==> config.mk <==
export PLATFORM = sky130hd
export DESIGN_NAME = flash_self_access_control
export DESIGN_NICKNAME = d
export VERILOG_FILES = /design/src/flash_self_access_pkg.sv /design/src/flash_self_access_control.sv
export VERILOG_INCLUDE_DIRS = /design/src
export SDC_FILE = /design/constraint.sdc
export NUM_CORES = 1
export LEC_CHECK = 0
export BUFFER_PORTS_ARGS = -buffer_cell sky130_fd_sc_hd__buf_4
export CAP_MARGIN = 20
export CORE_MARGIN = 8
export CORE_UTILIZATION = 45
export DETAILED_ROUTE_END_ITERATION = 8
export GPL_TIMING_DRIVEN = 0
export PLACE_DENSITY = 0.74
export RECOVER_POWER = 25
export SLEW_MARGIN = 20
export SYNTH_ARGS = -nofsm -noshare
export SYNTH_HDL_FRONTEND = slang
export SYNTH_SLANG_ARGS = --single-unit
export TNS_END_PERCENT = 100
==> constraint.sdc <==
create_clock -name i_ref_clk -period 1.6 [get_ports i_ref_clk]
set_input_delay 0.24 -clock i_ref_clk [delete_from_list [all_inputs] [get_ports i_ref_clk]]
set_output_delay 0.24 -clock i_ref_clk [all_outputs]
set_load 0.02 [all_outputs]
==> src/flash_self_access_defs.svh <==
// offsets, field positions, reset values and timing counts for the flash self-access control block
// included by the control module and the test bench
`ifndef FLASH_SELF_ACCESS_DEFS_SVH
`define FLASH_SELF_ACCESS_DEFS_SVH
`define ADDR_W 2
`define OFS_ACCESS_CONTROL 2'h0
`define OFS_UNLOCK_KEY 2'h1
`define BIT_ENABLE 2
`define BIT_LAUNCH 1
`define BIT_FETCH 0
`define ACCESS_CONTROL_RESET 8'h00
`define UNLOCK_FIRST 8'h55
`define UNLOCK_SECOND 8'haa
`define FETCH_SLOT 2'h2
`endif

==> src/flash_self_access_pkg.sv <==
// types for the flash self-access control block
// offsets and counts live in flash_self_access_defs.svh
package flash_self_access_pkg;
  typedef enum logic [2:0] {
    KEY_IDLE = 3'b001,
    KEY_HALF = 3'b010,
    KEY_OPEN = 3'b100
  } key_state_t;
  typedef struct packed {
    logic enable;
    logic launch;
    logic fetch;
  } ctrl_bits_t;
endpackage : flash_self_access_pkg

==> src/flash_self_access_control.sv <==
// control register for cpu self-timed flash reads and program/erase operations
// assumes a single-cycle register port and a flash engine that pulses done when a program/erase ends
//
// Decided for this implementation: the plain strobed port and the register addresses.
`timescale 1ns/1ps
`include "flash_self_access_defs.svh"

module flash_self_access_control
  import flash_self_access_pkg::*;
(
  // clock and reset
  input wire logic i_ref_clk,
  input wire logic i_rstn,
  // register port
  input wire logic [`ADDR_W-1:0] i_addr,
  input wire logic [7:0] i_wdata,
  input wire logic i_wr,
  input wire logic i_rd,
  output logic [7:0] o_rdata,
  // flash engine
  input wire logic i_prog_done,
  output logic o_prog_start,
  output logic o_fetch_strobe,
  output logic o_slot_skip
);

  ctrl_bits_t ctrl;
  key_state_t key_state;
  logic [1:0] fetch_age;
  logic fetch_pending;

  function automatic logic hit(input logic [`ADDR_W-1:0] a, input logic [`ADDR_W-1:0] ofs);
    hit = (a == ofs);
  endfunction : hit

  wire logic ctrl_wr = i_wr && hit(i_addr, `OFS_ACCESS_CONTROL);
  wire logic key_wr = i_wr && hit(i_addr, `OFS_UNLOCK_KEY);
  // a launch only counts with enable written as one in the same access
  wire logic next_enable = ctrl_wr ? i_wdata[`BIT_ENABLE] : ctrl.enable;
  wire logic launch_ok = ctrl_wr && i_wdata[`BIT_LAUNCH] && !ctrl.launch && next_enable &&
                         (key_state == KEY_OPEN);

  // unlock sequencer: any other write in between closes the key
  always_ff @(posedge i_ref_clk) begin
    if (!i_rstn) begin
      key_state <= KEY_IDLE;
    end else if (i_wr) begin
      case (key_state)
        KEY_IDLE: key_state <= (key_wr && i_wdata == `UNLOCK_FIRST) ? KEY_HALF : KEY_IDLE;
        KEY_HALF: key_state <= (key_wr && i_wdata == `UNLOCK_SECOND) ? KEY_OPEN :
                               ((key_wr && i_wdata == `UNLOCK_FIRST) ? KEY_HALF : KEY_IDLE);
        KEY_OPEN: key_state <= (key_wr && i_wdata == `UNLOCK_FIRST) ? KEY_HALF : KEY_IDLE;
        default: key_state <= KEY_IDLE;
      endcase
    end
  end

  always_ff @(posedge i_ref_clk) begin
    if (!i_rstn) begin
      ctrl.enable <= 1'b0;
    end else if (ctrl_wr) begin
      ctrl.enable <= i_wdata[`BIT_ENABLE];
    end
  end

  // launch bit is set-only from software; done clears it unless a new launch arrives that cycle
  always_ff @(posedge i_ref_clk) begin
    if (!i_rstn) begin
      ctrl.launch <= 1'b0;
      o_prog_start <= 1'b0;
    end else begin
      o_prog_start <= launch_ok;
      if (launch_ok) begin
        ctrl.launch <= 1'b1;
      end else if (i_prog_done) begin
        ctrl.launch <= 1'b0;
      end
    end
  end

  // fetch: set-only bit, flash read in the second cycle after the set, then cleared
  always_ff @(posedge i_ref_clk) begin
    if (!i_rstn) begin
      ctrl.fetch <= 1'b0;
      fetch_age <= 2'h0;
      fetch_pending <= 1'b0;
      o_fetch_strobe <= 1'b0;
      o_slot_skip <= 1'b0;
    end else begin
      o_fetch_strobe <= 1'b0;
      o_slot_skip <= 1'b0;
      if (ctrl_wr && i_wdata[`BIT_FETCH] && !fetch_pending) begin
        ctrl.fetch <= 1'b1;
        fetch_pending <= 1'b1;
        fetch_age <= 2'h1;
      end else if (fetch_pending) begin
        if (fetch_age == `FETCH_SLOT) begin
          o_fetch_strobe <= 1'b1;
          o_slot_skip <= 1'b1;
          ctrl.fetch <= 1'b0;
          fetch_pending <= 1'b0;
          fetch_age <= 2'h0;
        end else begin
          fetch_age <= fetch_age + 2'h1;
        end
      end
    end
  end

  always_ff @(posedge i_ref_clk) begin
    if (!i_rstn) begin
      o_rdata <= `ACCESS_CONTROL_RESET;
    end else if (i_rd && hit(i_addr, `OFS_ACCESS_CONTROL)) begin
      o_rdata <= {5'h00, ctrl.enable, ctrl.launch, ctrl.fetch};
    end else begin
      o_rdata <= 8'h00;
    end
  end

  // read port checks: every read answers in the next cycle only, unused bits and the key port read zero

  a_upper_zero: assert property (@(posedge i_ref_clk) disable iff (!i_rstn)
    $past(i_rd) |-> o_rdata[7:3] == 5'h00) else $error("upper control bits not zero");

  a_key_reads_zero: assert property (@(posedge i_ref_clk) disable iff (!i_rstn)
    i_rd && hit(i_addr, `OFS_UNLOCK_KEY) |=> o_rdata == 8'h00) else $error("key port read nonzero");

  a_rdata_idle: assert property (@(posedge i_ref_clk) disable iff (!i_rstn)
    !$past(i_rd) |-> o_rdata == 8'h00) else $error("read data outside read slot");

  // program/erase launch checks

  a_start_needs_enable: assert property (@(posedge i_ref_clk) disable iff (!i_rstn)
    o_prog_start |-> ctrl.enable) else $error("program start with enable clear");

  a_start_needs_key: assert property (@(posedge i_ref_clk) disable iff (!i_rstn)
    o_prog_start |-> $past(key_state) == KEY_OPEN) else $error("program start without key");

  a_no_start_disabled: assert property (@(posedge i_ref_clk) disable iff (!i_rstn)
    ctrl_wr && !i_wdata[`BIT_ENABLE] |=> !o_prog_start) else $error("start while disabling");

  a_no_start_locked: assert property (@(posedge i_ref_clk) disable iff (!i_rstn)
    key_state != KEY_OPEN |=> !o_prog_start) else $error("start with key closed");

  a_enable_follows: assert property (@(posedge i_ref_clk) disable iff (!i_rstn)
    ctrl_wr |=> ctrl.enable == $past(i_wdata[`BIT_ENABLE])) else $error("enable bit not written");

  a_key_onehot: assert property (@(posedge i_ref_clk) disable iff (!i_rstn)
    $onehot(key_state)) else $error("key sequencer state corrupt");

  a_start_pulse: assert property (@(posedge i_ref_clk) disable iff (!i_rstn)
    o_prog_start |=> !o_prog_start) else $error("program start longer than one cycle");

  a_start_sets_launch: assert property (@(posedge i_ref_clk) disable iff (!i_rstn)
    o_prog_start |-> ctrl.launch) else $error("launch bit low at start");

  a_launch_sticks: assert property (@(posedge i_ref_clk) disable iff (!i_rstn)
    ctrl.launch && !i_prog_done |=> ctrl.launch) else $error("launch bit cleared early");

  a_zero_keeps_launch: assert property (@(posedge i_ref_clk) disable iff (!i_rstn)
    ctrl_wr && !i_wdata[`BIT_LAUNCH] && ctrl.launch && !i_prog_done |=> ctrl.launch)
    else $error("written zero cleared launch");

  a_launch_clears: assert property (@(posedge i_ref_clk) disable iff (!i_rstn)
    ctrl.launch && i_prog_done && !launch_ok |=> !ctrl.launch) else $error("launch bit not cleared");

  // fetch checks: the bit is seen high for two cycles and the strobe lands in the cycle after

  a_fetch_set: assert property (@(posedge i_ref_clk) disable iff (!i_rstn)
    ctrl_wr && i_wdata[`BIT_FETCH] && !fetch_pending |=> ctrl.fetch) else $error("fetch bit not set");

  a_zero_keeps_fetch: assert property (@(posedge i_ref_clk) disable iff (!i_rstn)
    ctrl_wr && !i_wdata[`BIT_FETCH] && ctrl.fetch && fetch_age != `FETCH_SLOT |=> ctrl.fetch)
    else $error("written zero cleared fetch");

  a_fetch_slot: assert property (@(posedge i_ref_clk) disable iff (!i_rstn)
    $rose(ctrl.fetch) |-> !o_fetch_strobe ##2 o_fetch_strobe && o_slot_skip) else $error("fetch slot wrong");

  a_fetch_clear: assert property (@(posedge i_ref_clk) disable iff (!i_rstn)
    $rose(ctrl.fetch) |-> ctrl.fetch [*2] ##1 !ctrl.fetch) else $error("fetch bit not cleared");

  a_skip_with_strobe: assert property (@(posedge i_ref_clk) disable iff (!i_rstn)
    o_fetch_strobe == o_slot_skip) else $error("slot skip apart from strobe");

  a_strobe_pulse: assert property (@(posedge i_ref_clk) disable iff (!i_rstn)
    o_fetch_strobe |=> !o_fetch_strobe) else $error("fetch strobe longer than one cycle");

  a_fetch_age_range: assert property (@(posedge i_ref_clk) disable iff (!i_rstn)
    fetch_age <= `FETCH_SLOT) else $error("fetch age out of range");

  a_pending_matches: assert property (@(posedge i_ref_clk) disable iff (!i_rstn)
    fetch_pending == ctrl.fetch) else $error("fetch pending apart from fetch bit");

  // a second fetch written while one is pending is dropped rather than queued,
  // so software must wait for the bit to read zero before asking again

endmodule : flash_self_access_control

# Word level (Yosys, flattened, before mapping)
# Cells that the tools add are included.
# totals
register_bits	19
in_bits	15
elab_cells	59
# classes
n_reduce_logical	22
mux	16
eq_ne	7
n_bitwise	2
add_sub_neg	1
# ops
operator	count
1-bit 2-to-1 mux	12
1-bit logical AND	11
8-bit by 7-bit equality test with 1-bit output, second input constant	1
8-bit equality test, second input constant	1
3-bit one-hot mux with 2 select lines	1
2-bit nonzero test	3
2-bit 2-to-1 mux	2
2-bit AND reduction	2
2-bit OR reduction	2
3-bit by 1-bit equality test with 1-bit output, second input constant	1
3-bit by 2-bit equality test with 1-bit output, second input constant	1
3-bit equality test, second input constant	1
3-bit 2-to-1 mux	1
3-bit OR reduction	1
2-bit by 1-bit adder with 2-bit output, second input constant	1
2-bit by 1-bit equality test with 1-bit output, second input constant	1
2-bit equality test, second input constant	1
1-bit zero test	2
2-bit zero test	1
1-bit NOT	2

# Depth between registers and ports, before layout
# Gate-level depths: netlist of the first run.
# depth
depth_word	7
ltp_mapped	4
mapped_depth_nobuf	4

# Worst setup path after synthesis of the first run
# No wires, ideal clock.
# synth_timing
kind	input-to-reg
start	input i_wdata[6]
end	register key_state[0]
path_stages	4
path_slack_ns	0.515
arrival_ns	0.951
cell_sequence	and4b_1 nand4b_1 nor4_2 o221ai_1
# synth_between
elab_chain_cells	5
elab_cells_between_ends	7
classes_between	eq/ne: 2; mux: 3; reduce/logical: 2
# synth_rtl
element	line_no	rtl
start, declared	flash_self_access_control.sv:16	input wire logic [7:0] i_wdata,
8-bit by 7-bit equality test with 1-bit output (no line)	-	
1-bit logical AND (no line)	-	
2-bit 2-to-1 mux	flash_self_access_control.sv:49, flash_self_access_control.sv:51, flash_self_access_control.sv:52	
3-bit 2-to-1 mux	flash_self_access_control.sv:50	KEY_HALF: key_state <= (key_wr && i_wdata == `UNLOCK_SECOND) ? KEY_OPEN :
3-bit one-hot mux with 2 select lines *	flash_self_access_control.sv:48	case (key_state)
end signal, assigned	flash_self_access_control.sv:49	KEY_IDLE: key_state <= (key_wr && i_wdata == `UNLOCK_FIRST) ? KEY_HALF : KEY_IDLE;
end signal, assigned	flash_self_access_control.sv:50	
end signal, assigned	flash_self_access_control.sv:52	KEY_OPEN: key_state <= (key_wr && i_wdata == `UNLOCK_FIRST) ? KEY_HALF : KEY_IDLE;
end, declared	flash_self_access_control.sv:28	key_state_t key_state;
# Every way passes the cells marked *; elsewhere a longest branch is shown, timed or not.
# A chain may end at the register's enable or synchronous reset.

# Worst setup path in the final report of the first run
# layout_timing
start	register key_state[1]
end	register key_state[0]
# layout_between
elab_chain_cells	3
elab_cells_between_ends	5
classes_between	eq/ne: 3; mux: 1; reduce/logical: 1
# layout_rtl
element	line_no
3-bit equality test / 3-bit by 1-bit equality test with 1-bit output (equally long branches)	flash_self_access_control.sv:48
2-bit OR reduction (no line)	-
3-bit one-hot mux with 2 select lines *	flash_self_access_control.sv:48
# Marked as above.

==> impl_metrics.json, run 1 <==
{
  "status": "completed",
  "yosysWarnings": 0,
  "pre_cts_ws_ps": 309.5,
  "clk_pin_slew_ps": 90,
  "grt_overflow": 0,
  "tightest_slew_ps": 594.5,
  "path_max_fanout": 6,
  "rsz0062_at_grt": "false",
  "p_total_uw": 722.6,
  "cts_tree": "yes",
  "synth-edff-count": 0,
  "synth_xor_area_share_pct": 2.550,
  "pin_count": 26,
  "synth_top_flop_cell": "dfxtp_1",
  "wl_per_cell_um": 12.54,
  "vdd_drop_max_mv": 0.3633,
  "drive_gt1_share_pct": 33.98,
  "cts_buffers": 3,
  "num_rows": 14,
  "hold_class": "in2reg",
  "cts_resized": 0,
  "slew_headroom_pct": 60.28,
  "fin_tns_setup_ps": 0,
  "mostFrequentLayoutCells": "26 x buf_4, 14 x dfxtp_1, 6 x nand2_1",
  "cts-hold-fix-buffers": 0,
  "grt_pass1_vias": 561,
  "postRouteAntennaNets": 0,
  "final_core_util_pct": 61.39,
  "start_util_pct": 46.68,
  "drv_cap": 0,
  "portBuffers": 20,
  "htree_levels": 1,
  "die_w_um": 55.07,
  "antenna_cells": 0,
  "place_congestion": 0.7926,
  "drv_slew": 0,
  "syn_area_per_cell_um2": 9.159,
  "leakage_uw": 0.0004047,
  "fillerInstances": 132,
  "drcViolationCount": 0,
  "synthSimpleGateAreaFrac_pct": 34.61,
  "grt_pass1_wl_um": 2283,
  "timing_worst_setup_path_type": "reg2reg",
  "root_buffer": "clkbuf_4",
  "synth.distinct_cells": 34,
  "synthToLayoutAreaGrowth_pct": 31.51,
  "syn-cell-area_um2": 686.9,
  "reg2reg_depth": 3,
  "max-clock-path-buffers": 2,
  "nets": 119,
  "clock_latency_ps": 280,
  "fmax_ghz": 0.8999,
  "min_delay_path_depth": 3,
  "synthArstFlopShare_pct": 0,
  "grt_max_degree": 11,
  "setup_slack_ps": 488.8,
  "vias_per_cell": 5.008,
  "p_per_area_nw_per_um2": 799.9,
  "die_area_um2": 3033,
  "drt_wl_total_um": 1492,
  "vias": 596,
  "period_share_pct": 69.45,
  "setup_viol": 0,
  "crit_path_end_kind": "register",
  "worst_setup_path_start_kind": "register",
  "drt-pass1-iter-count": 4,
  "hold_violations": 0,
  "synthMuxAreaShare_pct": 1.457,
  "crit_arrival_ps": 1270,
  "dpl.hpwl_um": 1189,
  "synth_compound_area_share_pct": 11.66,
  "finalCriticalPeriod_ps": 1111,
  "holdWs_ps": 250.0,
  "coreArea_um2": 1471,
  "cts_sinks": 14,
  "antenna_found_initial": 0,
  "drtIter0Drc": 21,
  "synth.ff_latch_count": 14,
  "ys_seq_area_share_pct": 40.80,
  "cts_setup_buffers": 0,
  "synth_fa_ha_area_share_pct": 0,
  "mostFrequentLayoutCell": "buf_4",
  "grt_util_all_layers_pct": 10.12,
  "dieHeight_um": 55.07,
  "synth_top_family_by_area": "simple AND/OR/NAND/NOR gates",
  "synthCells": 75,
  "fin_skew_ps": 0.7455,
  "crit_required_ps": 1750
}
-- cell families after synthesis --
family                    after synthesis
xor gates and xnor gates                2
and+or+nand+nor                        35
muxes                                   1
other                                   1
DFF                                    14
AOI/OAI and AO/OA                      13
buffers and inverters                   9
-- path summary, 6_finish.rpt --
check | startpoint | endpoint | slack (ps)
worst max-delay path | key_state[1] | key_state[0] | 490
worst min register to register | ctrl[2] | o_rdata[2] | 470
worst max register to register | key_state[1] | key_state[0] | 490
worst min-delay path | i_wdata[2] | ctrl[2] | 250
-- critical path, stage by stage, from the launching register on --
cell and delay (ps):
dfxtp_1 440, nand2_1 110, nor4_2 300, o221ai_1 140
-- flip-flops by register name (all words and copies together) (netlist names) --
register       count
fetch_age          2
o_prog_start       1
ctrl               3
fetch_pending      1
key_state          3
o_slot_skip        1
o_rdata            3
-- routing by layer --
layer  GRT usage [%]  up-vias  routed length [µm]
met5               0        -                   0
met4           7.200        0                  19
met3           1.604        2                 134
met2           16.98       21                 658
met1           11.31      263                 679
li1                -      310                   -
-- through the flow --
stage	instances	area [µm²]
6_report	119	903.4
5_1_grt	119	903.4
4_1_cts	119	908.4
3_5_place_dp	115	872.1
3_3_place_gp	115	872.1
2_1_floorplan	79	701.9
-- cell usage after synthesis (all sizes together) (2+ instances only) --
cell type / count / area share [%]
a21oi: 2 / 1.5
nand3b: 2 / 2.2
nor2: 3 / 1.6
inv: 2 / 1.1
o21ai: 6 / 4.4
and2: 5 / 4.6
nor3b: 3 / 4.7
nor3: 2 / 1.5
dfxtp: 14 / 41
o21a: 2 / 2.2
buf: 7 / 7.3
nor2b: 2 / 1.8
nand2: 6 / 3.3
and3: 2 / 1.8
-- report_power, final --
part / total, µW / internal [µW] / switching [µW]
combinational: 97.4 / 53.9 / 43.4
sequential: 368 / 358 / 9.60
clock: 258 / 138 / 119
total: 723 / 550 / 172
-- cell type report --
type	count	area (µm²)	share of cell area [%]
multi-input cells	56	359.1	39.75
flip-flops and latches	14	280.3	31.02
repair buffers	20	150.1	16.62
plain buffers	7	50.05	5.540
clock buffers	4	36.28	4.017
well taps	16	20.02	2.216
inverters	2	7.507	0.8310
Power figures use the tool's default switching activity.
==> inputs of run 2 (changes only) <==
--- a/config.mk
+++ b/config.mk
@@ -6,13 +6,14 @@
 export SDC_FILE = /design/constraint.sdc
 export NUM_CORES = 1
 export LEC_CHECK = 0
+export ABC_AREA = 1
 export BUFFER_PORTS_ARGS = -buffer_cell sky130_fd_sc_hd__buf_4
 export CAP_MARGIN = 20
 export CORE_MARGIN = 8
-export CORE_UTILIZATION = 45
+export CORE_UTILIZATION = 40
 export DETAILED_ROUTE_END_ITERATION = 8
 export GPL_TIMING_DRIVEN = 0
-export PLACE_DENSITY = 0.74
+export PLACE_DENSITY = 0.71
 export RECOVER_POWER = 25
 export SLEW_MARGIN = 20
 export SYNTH_ARGS = -nofsm -noshare
==> constraint.sdc (replaced) <==
create_clock -name i_ref_clk -period 0.9 [get_ports i_ref_clk]
set_input_delay 0.135 -clock i_ref_clk [delete_from_list [all_inputs] [get_ports i_ref_clk]]
set_output_delay 0.135 -clock i_ref_clk [all_outputs]
set_load 0.02 [all_outputs]
==> run 2 against run 1 <==
Effect of this change:
- cell count up 15%
- critical path depth is 1 higher
- die area up 3.5%
- global-route usage fell by 0.90 points
- total power grew 72%
- clock power increased by 69%
- clock skew is 0.85 ps higher
- critical path type unchanged
- area after synthesis is 6.7% lower
- maximum frequency up 24%
- largest cell class unchanged
- largest power group unchanged
- design area is 1.1% lower
==> impl_metrics.json, run 2 <==
{
  "status": "completed",
  "cp_num_cells": 4,
  "path_max_fanout": 3,
  "regArea_um2": 285.3,
  "vdd_drop_max_mv": 1.107,
  "placed_cells": 134,
  "clock_latency_ps": 270,
  "antenna_found_initial": 0,
  "period_share_pct": 99.20,
  "cts_setup_buffers": 0,
  "netlist_top_cells_count": "21 x nand2_1, 16 x inv_1, 14 x dfxtp_1",
  "drv_slew": 0,
  "die_area_um2": 3138,
  "crit_path_end_kind": "register",
  "wl_per_cell_um": 10.26,
  "r2r_slack_ps": 7,
  "grt_pass1_wl_um": 2394,
  "dpl-instance-area_um2": 825.8,
  "fillerInstances": 144,
  "hold_violations": 0,
  "num_rows": 14,
  "grt_overflow": 0,
  "grt_util_all_layers_pct": 9.215,
  "path_delay_family": "flip-flops",
  "holdWs_ps": 54.75,
  "nets": 137,
  "mostFrequentLayoutCell": "buf_4",
  "multi_input_area_um2": 296.5,
  "dieHeight_um": 56.02,
  "synth.ff_latch_count": 14,
  "leakage_uw": 0.0004346,
  "clk_pin_slew_ps": 80,
  "reg2reg_depth": 4,
  "drive_gt1_share_pct": 36.36,
  "timing_worst_setup_path_type": "reg2reg",
  "mostFrequentLayoutCells": "23 x buf_4, 20 x nand2_1, 13 x nor2_1",
  "drtIter0Drc": 6,
  "top_regs": "ctrl: 3 flops, key_state: 3 flops, o_rdata: 3 flops",
  "r2r-end": "ctrl[1]",
  "grt_pass1_vias": 577,
  "drt_wl_total_um": 1406,
  "synth_top_area_share_pct": 43.75,
  "coreArea_um2": 1506,
  "crit_arrival_ps": 1080,
  "fin_skew_ps": 1.592,
  "drt-pass1-iter-count": 4,
  "vias": 609,
  "synth_top_flop_cell": "dfxtp_1",
  "post-synth-top-count-cell": "nand2_1",
  "startpoint": "key_state[0]",
  "dpl.hpwl_um": 1108,
  "synthArstFlopShare_pct": 0,
  "path_cells": "inv_2 -> nand3_2 -> or2_1 -> o32ai_1",
  "synth_area_leaders": "dfxtp_1 44%, nand2_1 12%, inv_1 9.4%",
  "hold_class": "in2reg",
  "slowest_delay_ps": 340,
  "syn-cell-area_um2": 640.6,
  "start_util_pct": 42.52,
  "worst_setup_path_start_kind": "register",
  "p_per_area_nw_per_um2": 1391,
  "cts_sinks": 14,
  "max-clock-path-buffers": 2,
  "crit_required_ps": 1090,
  "finalCriticalPeriod_ps": 892.8,
  "drcViolationCount": 0,
  "fin_tns_setup_ps": 0,
  "crit_buf_inv": 1,
  "rsz0062_at_grt": "true",
  "fmax_ghz": 1.120,
  "place_congestion": 0.7473,
  "yosysTopAreaCell": "dfxtp_1",
  "hold_path_startpoint": "i_prog_done",
  "grt_max_degree": 9,
  "synth.distinct_cells": 13,
  "synthCells": 94,
  "setup_viol": 0,
  "stdcell_count": 137,
  "yosysWarnings": 0,
  "cts_buffers": 3,
  "r2r-start": "key_state[0]",
  "synth-edff-count": 0,
  "ys_seq_area_share_pct": 43.75,
  "vias_per_cell": 4.445,
  "design_area_um2": 893.4,
  "portBuffers": 20,
  "slowest_stage": "dfxtp_2",
  "cts_tree": "yes",
  "postRouteAntennaNets": 0,
  "drv_cap": 0,
  "syn_area_per_cell_um2": 6.815,
  "cts-hold-fix-buffers": 0,
  "pin_count": 26,
  "die_w_um": 56.02,
  "synthToLayoutAreaGrowth_pct": 39.45,
  "root_buffer": "clkbuf_4",
  "endpoint": "ctrl[1]",
  "htree_levels": 1,
  "antenna_cells": 0
}
==> run 2: area by class of cell <==
cell class / instances / share of cell area (%)
plain buffers: 5 / 4.202
clock buffers: 4 / 4.062
well taps: 16 / 2.241
repair buffers: 20 / 17.65
multi-input cells: 62 / 33.19
flip-flops and latches: 14 / 31.93
inverters: 16 / 6.723
==> run 2: cells by family after synthesis <==
logic type	count (synthesis)	share of synthesized area (%)
other	1	0.5854
and+or+nand+nor	48	31.64
DFF	14	43.75
buffers and inverters	22	16.41
AOI/OAI and AO/OA	9	7.616
==> run 2: repair_timing <==
item,in CTS,in global routing
setup endpoints to repair,2,7
cloned,0,0
resized for setup,8,8
==> run 2: worst reg2reg max path, cell delays in order (launching register included) <==
cell,delay [ps]
dfxtp_2,340
inv_2,60
nand3_2,80
or2_1,230
o32ai_1,100
==> run 2: where the power goes <==
part	leakage [µW]	internal (µW)	total (µW)	switching, µW
sequential	0.000115	632	641	8.34
clock	0.0000210	246	436	190
combinational	0.000299	80.1	166	86.0
==> run 2: stage by stage <==
stage / total power [µW] / utilization [%] / setup WS (ps)
6_report: 1243 / 59.30 / 7.224
5_1_grt: 1315 / 59.30 / -46.89
4_1_cts: 1254 / 57.64 / 2.654
3_5_place_dp: 811.8 / 54.82 / -4.666
3_3_place_gp: 809.8 / 54.82 / 18.15
2_1_floorplan: 739.8 / - / 74.89
==> run 2: per-layer routing <==
metal | vias up | wire length [µm] | global-route usage [%]
met5 | - | 0 | 0
met4 | 0 | 10 | 1.031
met3 | 2 | 94 | 5.479
met2 | 16 | 721 | 16.48
met1 | 258 | 579 | 9.149
li1 | 333 | - | -
==> run 2: worst min-delay path by stage <==
| stage | cells past startpoint | end | slack, ps |
|---|---|---|---|
| after floorplan | 1 | key_state[1] | 230 |
| after global placement | 2 | ctrl[1] | 340 |
| after detailed placement | 2 | ctrl[1] | 340 |
| after CTS | 2 | ctrl[1] | 50 |
| after global routing | 2 | ctrl[1] | 40 |
| final | 2 | ctrl[1] | 50 |
==> inputs of run 3 (changes only) <==
--- a/config.mk
+++ b/config.mk
@@ -9,7 +9,7 @@
 export ABC_AREA = 1
 export BUFFER_PORTS_ARGS = -buffer_cell sky130_fd_sc_hd__buf_4
 export CAP_MARGIN = 20
-export CORE_MARGIN = 8
+export CORE_MARGIN = 2
 export CORE_UTILIZATION = 40
 export DETAILED_ROUTE_END_ITERATION = 8
 export GPL_TIMING_DRIVEN = 0
==> run 3 against run 2 <==
Effect of this change:
- the run now ends with negative setup slack left
- clock-buffer cell count did not move
- sequential power barely moved
- clock power is 1% higher
- sequential share of layout area fell by 0.95 points
- register-to-register slack worse by 20 ps
- combinational power is 2% higher
- cell count up 0.73%
- flip-flop and latch count unchanged
- clock skew is essentially flat
- non-clock buffer count increased by 1
- maximum frequency shrank 6.4%
- critical path type is now reg2out
- largest power group unchanged
- highest routed layer unchanged
==> impl_metrics.json, run 3 (synthesis gave the netlist of run 2 again) <==
{
  "hold_path_startpoint": "i_prog_done",
  "holdPathEnd": "ctrl[1]",
  "grt_pass1_wl_um": 2111,
  "vdd_drop_max_mv": 0.9610,
  "nets": 138,
  "crit_path_end_kind": "output pin",
  "clk_pin_slew_ps": 80,
  "stdcell_count": 138,
  "rsz0062_at_grt": "true",
  "synthToLayoutAreaGrowth_pct": 43.75,
  "grt_max_degree": 9,
  "top_regs": "ctrl: 3 flops, key_state: 3 flops, o_rdata: 3 flops",
  "pin_count": 26,
  "placed_cells": 134,
  "crit_buf_inv": 2,
  "antenna_cells": 0,
  "die_area_um2": 1938,
  "seq_power_share_pct": 51.2,
  "max-clock-path-buffers": 2,
  "cts_buffers": 3,
  "path_delay_family": "flip-flops",
  "drv_slew": 0,
  "grt_pass1_vias": 580,
  "root_buffer": "clkbuf_4",
  "worst_setup_path_start_kind": "register",
  "path_max_fanout": 2,
  "leakage_uw": 0.0004477,
  "drv_cap": 0,
  "pwr-share-clk_pct": 35.2,
  "num_rows": 14,
  "internal-power_uw": 959.8,
  "status": "complete, but fails checks",
  "switching_share_pct": 23.38,
  "die_w_um": 44.02,
  "cp_common_cell": "buf_6",
  "min_delay_path_depth": 2,
  "hold_violations": 0,
  "vias_per_cell": 4.630,
  "violations": "negative setup slack",
  "htree_levels": 1,
  "grt_util_all_layers_pct": 15.06,
  "coreArea_um2": 1506,
  "drt_wl_total_um": 1314,
  "postRouteAntennaNets": 0,
  "crit_arrival_ps": 820,
  "setup_slack_ps": -53.97,
  "hold_class": "in2reg",
  "path_cells": "buf_6 -> buf_6",
  "mostFrequentLayoutCell": "buf_4",
  "p_comb_share_pct": 13.6,
  "cts_tree": "yes",
  "switchingPower_uw": 292.9,
  "fin_skew_ps": 1.138,
  "antenna_found_initial": 0,
  "crit_required_ps": 760,
  "reg2reg_depth": 4,
  "timing_worst_setup_path_type": "reg2out",
  "drive_gt1_share_pct": 37.70,
  "grt_overflow": 0,
  "period_share_pct": 106.0,
  "drcViolationCount": 0,
  "p_per_area_nw_per_um2": 1360,
  "cts-hold-fix-buffers": 0,
  "dpl.hpwl_um": 996.7,
  "r2r-end": "ctrl[1]",
  "dieHeight_um": 44.02,
  "fmax_ghz": 1.048,
  "slowest_delay_ps": 330,
  "vias": 639,
  "portBuffers": 20,
  "fin_tns_setup_ps": -66.84,
  "r2r_slack_ps": -10,
  "finalCriticalPeriod_ps": 954.0,
  "cts_sinks": 14,
  "slowest_stage": "dfxtp_2",
  "setup_viol": 2,
  "r2r-start": "key_state[0]",
  "place_congestion": 0.7520,
  "clock_latency_ps": 270,
  "drtIter0Drc": 14,
  "mostFrequentLayoutCells": "24 x buf_4, 20 x nand2_1, 13 x inv_1, 13 x nor2_1, 10 x dfxtp_1",
  "wl_per_cell_um": 9.522,
  "drt-pass1-iter-count": 4,
  "startpoint": "o_slot_skip",
  "start_util_pct": 42.52
}
[run 3: timing repair]
action | CTS | global route
setup endpoints to repair | 2 | 7
gates resized for setup | 9 | 9
buffers inserted | 0 | 0
pin swaps | 0 | 4
[run 3: power by group through the flow]
| stage | Sequential [µW] | Combinational [µW] | Clock (µW) |
|---|---|---|---|
| after floorplan | 652 | 87.7 | 0 |
| after global placement | 653 | 157 | 0 |
| after detailed placement | 653 | 159 | 0 |
| after CTS | 640 | 161 | 458 |
| after global routing | 643 | 191 | 475 |
| final | 641 | 170 | 441 |
[run 3: area by class of cell]
cell class	instances	area [µm²]
flip-flops and latches	14	285.3
multi-input cells	62	316.6
repair buffers	20	153.9
clock buffers	4	36.28
inverters	16	60.06
plain buffers	6	48.80
fillers	138	585.6
well taps	16	20.02
[run 3: worst max-delay path by stage]
stage                     cells past startpoint  slack, ps            to
final                                         2        -50   o_slot_skip
after global routing                          6        -90  key_state[0]
after CTS                                     2        -70   o_slot_skip
after detailed placement                      4        -20       ctrl[1]
after global placement                        7         20  fetch_age[1]
after floorplan                               4         70       ctrl[1]
[run 3: routing by layer]
metal	GRT usage [%]	wire length [µm]
met4	7.273	9
met2	28.82	689
met1	14.87	564
met5	0	0
met3	3.673	50
[run 3: metrics by stage]
step	power (µW)	setup slack, ps	util [%]	instance area, µm²	hold WS, ps
CTS	1259	-67.49	58.39	879.6	50.10
global route	1309	-91.03	61.13	920.9	51.99
finish	1253	-53.97	61.13	920.9	57.78
global placement	809.9	15.92	54.82	825.8	342.3
floorplan	739.8	74.89	-	655.6	228.5
detailed placement	811.9	-21.34	54.82	825.8	347.9
